--- src/stre_params.svh ---
// Purpose: Constants for the skip and table read execution unit
// Assumes: One instruction cycle per clock
// Notes: Opcode encodings are local to this unit
`ifndef STRE_PARAMS_SVH
`define STRE_PARAMS_SVH
`define STRE_OP_NONE 3'h0
`define STRE_OP_SZ 3'h1
`define STRE_OP_SZA 3'h2
`define STRE_OP_SZB 3'h3
`define STRE_OP_TRS 3'h4
`define STRE_OP_TRL 3'h5
`define STRE_SKIP_CYCLES 2'h3
`define STRE_TABLE_HIGH_RST 8'h00
`define STRE_ACC_RST 8'h00
`endif

--- src/stre_pkg.sv ---
// Purpose: Types for the skip and table read execution unit
// Assumes: Constants come from stre_params.svh
// Notes: None
package stre_pkg;
    typedef enum logic [1:0] {
        STRE_IDLE = 2'h0,
        STRE_FETCH = 2'h1,
        STRE_EXEC = 2'h3,
        STRE_DUMMY = 2'h2
    } stre_state_t;

    typedef struct packed {
        logic [2:0] op;
        logic [2:0] bit_idx;
        logic [7:0] addr;
    } stre_instr_t;

    typedef struct packed {
        logic we;
        logic [7:0] addr;
        logic [7:0] data;
    } stre_dm_wr_t;
endpackage

--- src/stre_rdreg.sv ---
// Purpose: Registered read port toward program and data memory
// Assumes: Read data valid one cycle after the request
// Notes: Holds fetched word for the execution cycle
module stre_rdreg #(
    parameter int WIDTH = 16
) (
    input wire logic clk_sys_i,
    input wire logic arst_n_i,
    input wire logic [WIDTH-1:0] data_i,
    output logic [WIDTH-1:0] data_o
);
    initial begin
        if (WIDTH < 1) $error("WIDTH must be positive");
    end

    // Capture data word
    always_ff @(posedge clk_sys_i or negedge arst_n_i) begin
        if (!arst_n_i) begin
            data_o <= '0;
        end else begin
            data_o <= data_i;
        end
    end
endmodule

--- src/stre_exec.sv ---
// Purpose: Executes conditional skips and table reads for the core
// Assumes: Memory read data arrive one clock after the address
// Notes: A taken skip lasts three instruction cycles
`include "stre_params.svh"

// Summary of operation
// - Zero-byte skip rewrites read byte unchanged
// - Zero byte discards the following instruction
// - Taken skip inserts dummy; three cycles total
// - Nonzero value: no dummy, continue normally
// - Copy-skip loads byte into accumulator always
// - Copy-skip skips exactly when byte zero
// - Bit skip tests selected bit, skips zero
// - Specific page read uses both pointers
// - Last page read uses low pointer only
module stre_exec #(
    parameter int PAGE_BITS = 8
) (
    input wire logic clk_sys_i,
    input wire logic arst_n_i,
    input wire logic start_i,
    input wire stre_pkg::stre_instr_t instr_i,
    input wire logic [7:0] table_pointer_low_i,
    input wire logic [PAGE_BITS-1:0] table_pointer_high_i,
    input wire logic [7:0] dm_rdata_i,
    input wire logic [15:0] pm_rdata_i,
    output logic busy_o,
    output logic done_o,
    output logic discard_next_o,
    output logic dummy_o,
    output logic [7:0] dm_raddr_o,
    output logic [PAGE_BITS+7:0] pm_addr_o,
    output stre_pkg::stre_dm_wr_t dm_wr_o,
    output logic acc_we_o,
    output logic [7:0] acc_o,
    output logic [7:0] table_high_byte_latch_o,
    output logic flags_we_o,
    output logic tbp_we_o
);
    initial begin
        if (PAGE_BITS < 1 || PAGE_BITS > 8) $error("PAGE_BITS must be 1..8");
    end

    stre_pkg::stre_state_t state;
    stre_pkg::stre_state_t next_state;
    stre_pkg::stre_instr_t cur;
    logic [7:0] dm_q;
    logic [15:0] pm_q;

    // Registered memory read data
    stre_rdreg #(.WIDTH(8)) u_dm_rd (
        .clk_sys_i(clk_sys_i),
        .arst_n_i(arst_n_i),
        .data_i(dm_rdata_i),
        .data_o(dm_q)
    );
    stre_rdreg #(.WIDTH(16)) u_pm_rd (
        .clk_sys_i(clk_sys_i),
        .arst_n_i(arst_n_i),
        .data_i(pm_rdata_i),
        .data_o(pm_q)
    );

    // Skip test for a given opcode
    function automatic logic skip_test(input logic [2:0] op, input logic [2:0] idx,
                                       input logic [7:0] v);
        logic r;
        r = 1'b0;
        case (op)
            `STRE_OP_SZ: r = (v == 8'h00);
            `STRE_OP_SZA: r = (v == 8'h00);
            `STRE_OP_SZB: r = ~v[idx];
            default: r = 1'b0;
        endcase
        return r;
    endfunction

    // Opcode match, shared by the decode wires
    function automatic logic op_is(input logic [2:0] op, input logic [2:0] code);
        return op == code;
    endfunction

    // Decode of the incoming instruction; taken only when idle
    wire logic start_ok = start_i && !op_is(instr_i.op, `STRE_OP_NONE);
    wire logic take = (state == stre_pkg::STRE_IDLE) && start_ok;
    wire logic last_page = op_is(instr_i.op, `STRE_OP_TRL);
    wire logic [PAGE_BITS-1:0] page_sel = last_page ?
        {PAGE_BITS{1'b1}} : table_pointer_high_i;

    // Decode of the instruction in execution
    wire logic is_zero_skip = op_is(cur.op, `STRE_OP_SZ);
    wire logic is_copy_skip = op_is(cur.op, `STRE_OP_SZA);
    wire logic is_table = op_is(cur.op, `STRE_OP_TRS) || op_is(cur.op, `STRE_OP_TRL);
    wire logic do_skip = skip_test(cur.op, cur.bit_idx, dm_q);
    wire logic in_exec = (state == stre_pkg::STRE_EXEC);
    wire logic in_dummy = (state == stre_pkg::STRE_DUMMY);
    wire logic skip_now = in_exec && do_skip;
    wire logic wr_back = in_exec && (is_zero_skip || is_table);
    wire logic acc_load = in_exec && is_copy_skip;
    wire logic high_load = in_exec && is_table;
    wire logic [7:0] wr_data = is_table ? pm_q[7:0] : dm_q;
    wire logic finish = (in_exec && !do_skip) || in_dummy;

    // Next state; fetch waits for the registered memory data
    always_comb begin
        next_state = state;
        case (state)
            stre_pkg::STRE_IDLE: begin
                if (start_ok) next_state = stre_pkg::STRE_FETCH;
            end
            stre_pkg::STRE_FETCH: next_state = stre_pkg::STRE_EXEC;
            stre_pkg::STRE_EXEC: begin
                if (do_skip) begin
                    next_state = stre_pkg::STRE_DUMMY;
                end else begin
                    next_state = stre_pkg::STRE_IDLE;
                end
            end
            stre_pkg::STRE_DUMMY: next_state = stre_pkg::STRE_IDLE;
            default: next_state = stre_pkg::STRE_IDLE;
        endcase
    end

    // State register
    always_ff @(posedge clk_sys_i or negedge arst_n_i) begin
        if (!arst_n_i) begin
            state <= stre_pkg::STRE_IDLE;
        end else begin
            state <= next_state;
        end
    end

    // Instruction latch; starts while busy are ignored
    always_ff @(posedge clk_sys_i or negedge arst_n_i) begin
        if (!arst_n_i) begin
            cur <= '0;
        end else if (take) begin
            cur <= instr_i;
        end
    end

    // Read addresses issued when taken; pointers only read
    always_ff @(posedge clk_sys_i or negedge arst_n_i) begin
        if (!arst_n_i) begin
            dm_raddr_o <= 8'h00;
            pm_addr_o <= '0;
        end else if (take) begin
            dm_raddr_o <= instr_i.addr;
            pm_addr_o <= {page_sel, table_pointer_low_i};
        end
    end

    // Data memory write: byte written back or table low byte
    always_ff @(posedge clk_sys_i or negedge arst_n_i) begin
        if (!arst_n_i) begin
            dm_wr_o <= '0;
        end else begin
            dm_wr_o.we <= wr_back;
            dm_wr_o.addr <= cur.addr;
            dm_wr_o.data <= wr_data;
        end
    end

    // Accumulator write strobe
    always_ff @(posedge clk_sys_i or negedge arst_n_i) begin
        if (!arst_n_i) begin
            acc_we_o <= 1'b0;
        end else begin
            acc_we_o <= acc_load;
        end
    end

    // Accumulator copy, loaded whether or not the skip follows
    always_ff @(posedge clk_sys_i or negedge arst_n_i) begin
        if (!arst_n_i) begin
            acc_o <= `STRE_ACC_RST;
        end else if (acc_load) begin
            acc_o <= dm_q;
        end
    end

    // Table high byte latch
    always_ff @(posedge clk_sys_i or negedge arst_n_i) begin
        if (!arst_n_i) begin
            table_high_byte_latch_o <= `STRE_TABLE_HIGH_RST;
        end else if (high_load) begin
            table_high_byte_latch_o <= pm_q[15:8];
        end
    end

    // Discard request for the following instruction
    always_ff @(posedge clk_sys_i or negedge arst_n_i) begin
        if (!arst_n_i) begin
            discard_next_o <= 1'b0;
        end else begin
            discard_next_o <= skip_now;
        end
    end

    // Completion pulse, after the dummy cycle when skipping
    always_ff @(posedge clk_sys_i or negedge arst_n_i) begin
        if (!arst_n_i) begin
            done_o <= 1'b0;
        end else begin
            done_o <= finish;
        end
    end

    // Busy and dummy cycle levels
    always_ff @(posedge clk_sys_i or negedge arst_n_i) begin
        if (!arst_n_i) begin
            busy_o <= 1'b0;
            dummy_o <= 1'b0;
        end else begin
            busy_o <= (next_state != stre_pkg::STRE_IDLE);
            dummy_o <= (next_state == stre_pkg::STRE_DUMMY);
        end
    end

    // Flag and pointer write strobes, never raised here
    always_ff @(posedge clk_sys_i or negedge arst_n_i) begin
        if (!arst_n_i) begin
            flags_we_o <= 1'b0;
            tbp_we_o <= 1'b0;
        end else begin
            flags_we_o <= 1'b0;
            tbp_we_o <= 1'b0;
        end
    end
endmodule

--- config.mk ---
export PLATFORM = sky130hd
export DESIGN_NAME = stre_exec
export DESIGN_NICKNAME = d
export VERILOG_FILES = /design/src/stre_pkg.sv /design/src/stre_rdreg.sv /design/src/stre_exec.sv
export VERILOG_INCLUDE_DIRS = /design/src /design/src/src
export SDC_FILE = /design/constraint.sdc
export NUM_CORES = 1
export LEC_CHECK = 0
export ABC_CLOCK_PERIOD_IN_PS = 1600
export BUFFER_PORTS_ARGS = -buffer_cell sky130_fd_sc_hd__buf_2
export CORE_UTILIZATION = 30
export CTS_CLUSTER_DIAMETER = 40
export DETAILED_ROUTE_END_ITERATION = 6
export PLACE_DENSITY = 0.52
export REMOVE_ABC_BUFFERS = 1
export SKIP_CTS_REPAIR_TIMING = 1
export SLEW_MARGIN = 20
export SYNTH_ARGS = -nofsm -noshare
export SYNTH_HDL_FRONTEND = slang
export SYNTH_SLANG_ARGS = --single-unit
--- constraint.sdc ---
create_clock -name clk_sys_i -period 1.6 [get_ports clk_sys_i]
set_clock_uncertainty 0.2 [all_clocks]
set_input_delay 0.16 -clock clk_sys_i [delete_from_list [all_inputs] [get_ports clk_sys_i]]
set_output_delay 0.16 -clock clk_sys_i [all_outputs]
set_load 0.005 [all_outputs]
==> results.toml, run 1 <==
[cts]
clock_tree.buffer_depth = 2
worst_setup_hold_path_clk_slew_ps = 90
numCtsBuffers = 9
cts_htree_levels = 3
clock_sink_count = 94
worst_skew_late_latency_ps = 360
clock_tree_from_tritoncts = "yes"
cts.root.buffer_cell = "sky130_fd_sc_hd__clkbuf_8"

[critical_path]
critical_path.startpoint_type = "flip-flop"
timing_worst_setup_path_type = "reg -> reg"
timing.critical_path.fanout_max = 5
timing.critical_path.to_type = "flip-flop"
required_ps = 1640
timing.critical_path.arrival_ps = 1840

[power]
p_int_mw = 5.62
p_comb_share_pct = 34.5
seq_power_share_pct = 45.3
worst_ir_drop_vdd_mv = 0.667
power_frac_clock_pct = 20.2
power_density_mw_per_mm2 = 1550
leakage_power_figure_nw = 2.64
power.share.switching_pct = 30.4
power.net_switching_mw = 2.46

[synth]
ys_seq_elements = 94
post_synth_adder_cell_area_pct = 0
syn_area_mm2 = 0.00332
synthXorXnorAreaFrac_pct = 0.264
yosys.area_share.simple_pct = 11.3
seq_area_frac_synth_pct = 70.9
synth.lib_cells_used.distinct = 29
synthesis.yosys.warnings = 0
mean_instance_size_in_the_synthesized_netlist_um2 = 13.1
compound_cell_area_share_of_the_yosys_netlist_pct = 3.39
synthCells = 254
multiplexer_share_of_the_synthesized_area_pct = 10.0
synth_top_family_by_area = "simple AND/OR/NAND/NOR gates"

[sta]
fmax_ghz = 0.553
min_period_ps = 1810
final_critical_path_setup_slack_ps = -209
worst_hold_slack_ps = 134
period_share_pct = 113
slew_headroom_pct = 53.0
setup_viol_count_final = 5
grt_setup_unrepaired = "yes"
finalSetupTns_ps = -916
tightest_slew_ps = 705
report.final.hold_viol_count = 0
timing.final.max_slew_violations = 0

[die]
floorplan.die_area_mm2 = 0.0115
row_count = 38
boundary_pins = 121
die_x_um = 107
initial_utilization_pct = 30.7
dieHeight_um = 107
core-area_mm2 = 0.0108

[cells_and_area]
sequential_standard_cell_area_mm2 = 0.00235
area_delta_synth_final_pct = 57.1
multiInputGateArea_um2 = 986
post_route_cells_drive_above_1_share_pct = 49.6
layout.nets = 506
insertedDiodeCount = 0
layout.filler_cells = 978

[placed_design]
final_hpwl_dp_um = 4870
port-buffer-count = 118
place_congestion = 0.711

[grt]
groute.usage.overall_pct = 12.8
first_pass_grt_wire_length_um = 10900
grt_overflow_total = 0
grt_start_max_net_pins = 59
first_global_vias = 2229
grt_antenna_before_repair = 0

[routing]
wirelength_um = 7740
via_count = 2468
residual_antenna_violating_net_count_after_detailed_routing = 0
detail_route.wl_per_cell_um = 13.0
remaining_drc_errors = 0
drtPass1Iterations = 4
viasPerCell = 4.15
drt_iter0_drc = 71

[min_path]
worstHoldPathType = "in -> async"

[outcome]
run_status = "complete, but fails checks"
failed_checks = "setup timing"

[job]
maxCapViolCount = 0
[cell type report]
| class | count | share of cell area [%] |
|---|---|---|
| multi-input cells | 140 | 18.9 |
| repair buffers | 202 | 28.3 |
| clock inverters | 2 | 0.744 |
| clock buffers | 14 | 3.31 |
| inverters | 2 | 0.144 |
| well taps | 140 | 3.36 |
| flip-flops and latches | 94 | 45.2 |
[layer usage]
metal,wire length (um),part of all wire (%),track usage (%),up-vias
li1,-,-,-,1206
met1,3470,45,16.3,1183
met2,3750,48,19.3,68
met3,341,4.4,2.98,11
met4,180,2.3,8.51,0
met5,0,0,0,-
[path summary, 6_finish.rpt]
path / from / endpoint / slack [ps] / depth (start not counted)
setup / recovery: cur[8] / busy_o / -210 / 4
max in group asynchronous: arst_n_i / pm_addr_o[7] / 650 / 3
hold / removal: arst_n_i / u_pm_rd.data_o[3] / 130 / 3
setup reg to reg: cur[8] / busy_o / -210 / 4
hold reg to reg: dm_raddr_o[7] / dm_wr_o[15] / 220 / 0
min in group clk_sys_i: instr_i[13] / cur[11] / 140 / 3
[power groups by stage]
stage | clock network, mW | logic (mW) | registers, mW
after global placement | 0 | 2.30 | 3.60
final | 1.63 | 2.78 | 3.66
after global routing | 1.80 | 3.10 | 3.76
after CTS | 1.72 | 2.34 | 3.58
after floorplan | 0 | 0.930 | 3.69
after detailed placement | 0 | 2.34 | 3.61
[cells by family after synthesis]
group,Yosys count
other cells,1
compound gates,17
mux,29
simple gates,91
xor+xnor,1
flops,94
buf+inv,21
[cells in the final DEF, fill, tap and decap left out, types with 5 or more instances in the layout]
master	Yosys	layout
sky130_fd_sc_hd__dfrtp_1	94	93
sky130_fd_sc_hd__nand2_1	78	48
sky130_fd_sc_hd__o21ai_0	9	8
sky130_fd_sc_hd__mux2_2	24	24
sky130_fd_sc_hd__nand2_4	0	6
sky130_fd_sc_hd__buf_12	0	5
sky130_fd_sc_hd__buf_4	11	22
sky130_fd_sc_hd__clkbuf_8	0	12
sky130_fd_sc_hd__nand2_2	0	24
sky130_fd_sc_hd__dlygate4sd3_1	0	55
sky130_fd_sc_hd__buf_2	3	117
[critical path: stages (launching register included)]
cell and delay, ps:
sky130_fd_sc_hd__dfrtp_2 460, sky130_fd_sc_hd__mux2i_1 140, sky130_fd_sc_hd__mux4_2 470, sky130_fd_sc_hd__a22oi_2 280
sky130_fd_sc_hd__a22oi_1 130
[cell usage after synthesis (all sizes together)]
| cell type | n | area, um^2 |
|---|---|---|
| o31ai | 1 | 7.51 |
| nor3b | 1 | 12.5 |
| nor2 | 4 | 15.0 |
| buf | 15 | 109 |
| nor2b | 1 | 6.26 |
| a21oi | 1 | 5.00 |
| a22oi | 2 | 20.0 |
| or4 | 1 | 7.51 |
| dfrtp | 94 | 2350 |
| clkbuf | 4 | 15.0 |
| xnor2 | 1 | 8.76 |
| o21ai | 9 | 45.0 |
| mux2 | 24 | 270 |
| nand2 | 78 | 293 |
| nor3 | 2 | 10.0 |
| inv | 2 | 7.51 |
| mux2i | 4 | 40.0 |
| o21a | 1 | 7.51 |
| mux4 | 1 | 22.5 |
| nand3 | 1 | 10.0 |
| o31a | 1 | 10.0 |
| nand4 | 1 | 6.26 |
| a22o | 2 | 17.5 |
| conb | 1 | 3.75 |
| and3b | 1 | 8.76 |
| nor4 | 1 | 6.26 |
[state kept, by name (all words and copies together) (netlist names), 2 cells and up]
| register | flops |
|---|---|
| dm_wr_o | 17 |
| pm_addr_o | 16 |
| u_pm_rd.data_o | 16 |
| acc_o | 8 |
| dm_raddr_o | 8 |
| table_high_byte_latch_o | 8 |
| u_dm_rd.data_o | 8 |
| cur | 6 |
| state | 2 |
[through the flow]
stage	power [mW]	instance area (um^2)	cells	worst slack, ps	util (%)
floorplan	4.62	3200	236	-1030	-
detailed placement	5.95	4190	516	-213	38.9
finish	8.07	5210	594	-209	48.3
CTS	7.63	4410	532	-226	40.8
global route	8.65	5210	594	-274	48.3
global placement	5.90	4190	516	-183	38.9
Note: power is estimated with default switching activity, not from simulation.
==> run 2: changes to the inputs <==
--- a/config.mk
+++ b/config.mk
@@ -8,10 +8,10 @@
 export LEC_CHECK = 0
 export ABC_CLOCK_PERIOD_IN_PS = 1600
 export BUFFER_PORTS_ARGS = -buffer_cell sky130_fd_sc_hd__buf_2
-export CORE_UTILIZATION = 30
+export CORE_UTILIZATION = 25
 export CTS_CLUSTER_DIAMETER = 40
 export DETAILED_ROUTE_END_ITERATION = 6
-export PLACE_DENSITY = 0.52
+export PLACE_DENSITY = 0.45
 export REMOVE_ABC_BUFFERS = 1
 export SKIP_CTS_REPAIR_TIMING = 1
 export SLEW_MARGIN = 20
==> run 2 against run 1 <==
  * The flow still finishes with violations (setup timing)
  * Clock power up 40%
  * Combinational power down 6%
  * Cell count up 3.9%
  * Routed wire length up 5.5%
  * Sequential cell count unchanged
  * Critical path type unchanged
  * Highest routed layer unchanged
==> results.toml, run 2 (same netlist as run 1, synthesis figures left out) <==
[outcome]
run_status = "complete, but fails checks"
failed_checks = "setup timing"

[cts]
worst_skew_late_latency_ps = 340
clock_tree.buffer_depth = 2
clock_sink_count = 94
worst_setup_hold_path_clk_slew_ps = 70
numCtsBuffers = 9
clock_tree_from_tritoncts = "yes"
cts_htree_levels = 3
cts.root.buffer_cell = "sky130_fd_sc_hd__clkbuf_16"

[cells_and_area]
layout.filler_cells = 1231
layout.nets = 497
layout.cells.most_common_list = "117 x sky130_fd_sc_hd__buf_2, 93 x sky130_fd_sc_hd__dfrtp_1, 60 x sky130_fd_sc_hd__nand2_1"
fin_cells = 617
insertedDiodeCount = 0
mostFrequentLayoutCell = "sky130_fd_sc_hd__buf_2"
largest_register_ff_count = 17
reg_top3 = "dm_wr_o (17), pm_addr_o (16), u_pm_rd.data_o (16)"
largest_register_by_flop_count = "dm_wr_o"
area_delta_synth_final_pct = 58.6
final_util_pct = 41.2
post_route_cells_drive_above_1_share_pct = 46.7

[die]
die_x_um = 117
core-area_mm2 = 0.0128
initial_utilization_pct = 26.0
row_count = 41
dieHeight_um = 117
boundary_pins = 121
floorplan.die_area_mm2 = 0.0137

[routing]
remaining_drc_errors = 0
detail_route.wl_per_cell_um = 13.2
drtPass1Iterations = 4
viasPerCell = 4.08
via_count = 2515
residual_antenna_violating_net_count_after_detailed_routing = 0
wirelength_um = 8170
drt_iter0_drc = 76

[sta]
min_period_ps = 1810
grt_setup_unrepaired = "yes"
fmax_ghz = 0.551
setup_viol_count_final = 5
final_critical_path_setup_slack_ps = -214
timing.final.max_slew_violations = 0
report.final.hold_viol_count = 0
period_share_pct = 113

[critical_path]
timing_worst_setup_path_type = "reg -> reg"
critical_path.max_stage_delay_ps = 470
timing.critical_path.arrival_ps = 1820
required_ps = 1610
timing.critical_path.to_type = "flip-flop"
cp_slowest_cell = "sky130_fd_sc_hd__mux4_2"
timing.critical_path.fanout_max = 5
critical_path.startpoint_type = "flip-flop"
crit_chain = "mux2i_1 > mux4_2 > a22oi_2 > a22oi_1"

[placed_design]
final_hpwl_dp_um = 5270
numPlacedInstances = 542
port-buffer-count = 118
place_congestion = 0.695

[power]
worst_ir_drop_vdd_mv = 0.599
leakage_power_figure_nw = 2.65
total_power_mw = 8.50
power_density_mw_per_mm2 = 1620

[min_path]
worstHoldPathType = "in -> async"

[grt]
grt_overflow_total = 0
first_pass_grt_wire_length_um = 11700
grt_start_max_net_pins = 42
first_global_vias = 2330
groute.usage.overall_pct = 11.7
grt_antenna_before_repair = 0

[job]
maxCapViolCount = 0
## run 2: worst max-delay path, delay by kind of cell, from the launching register on
kind	cells	cell delay, ps
AO/OA/AOI/OAI	2	410
flip-flops	1	450
multiplexers	2	610
## run 2: final timing paths
kind | startpoint | to | slack [ps] | cells past startpoint
setup / recovery | cur[8] | busy_o | -210 | 4
hold / removal | arst_n_i | pm_addr_o[13] | 60 | 2
setup reg to reg | cur[8] | busy_o | -210 | 4
hold reg to reg | dm_raddr_o[7] | dm_wr_o[15] | 200 | 0
max in group asynchronous | arst_n_i | table_high_byte_latch_o[2] | 610 | 3
min in group clk_sys_i | start_i | cur[13] | 170 | 5
## run 2: report_power, final
group          switching (mW)  internal [mW]  leakage [nW]
Clock                   0.870           1.41         0.157
Combinational            1.17           1.43          1.35
Sequential              0.443           3.17          1.15
Total                    2.48           6.01          2.65
## run 2: stage by stage
step           setup TNS [ps]  setup slack, ps  hold slack, ps  area, um^2
6_report                 -814             -214            59.1        5260
5_1_grt                 -1480             -277            98.3        5260
4_1_cts                 -1100             -255            -494        4520
3_5_place_dp            -1000             -243            -115        4200
3_3_place_gp             -735             -199            -117        4200
2_1_floorplan          -29090            -1030            -336        3200
## run 2: layout make-up
| class | count | area [um^2] | share of cell area [%] |
|---|---|---|---|
| Inverter | 2 | 7.51 | 0.143 |
| Multi-Input combinational cell | 140 | 962 | 18.3 |
| Clock buffer | 12 | 246 | 4.68 |
| Clock inverter | 4 | 70.1 | 1.33 |
| Tap cell | 172 | 215 | 4.09 |
| Sequential cell | 94 | 2350 | 44.7 |
| Timing Repair Buffer | 193 | 1410 | 26.7 |
## run 2: per-layer routing
layer  GRT usage, %  part of all wire, %
met1           14.4                   43
met3           3.14                  4.8
met5              0                    0
met2           18.2                   50
met4           7.34                  2.2
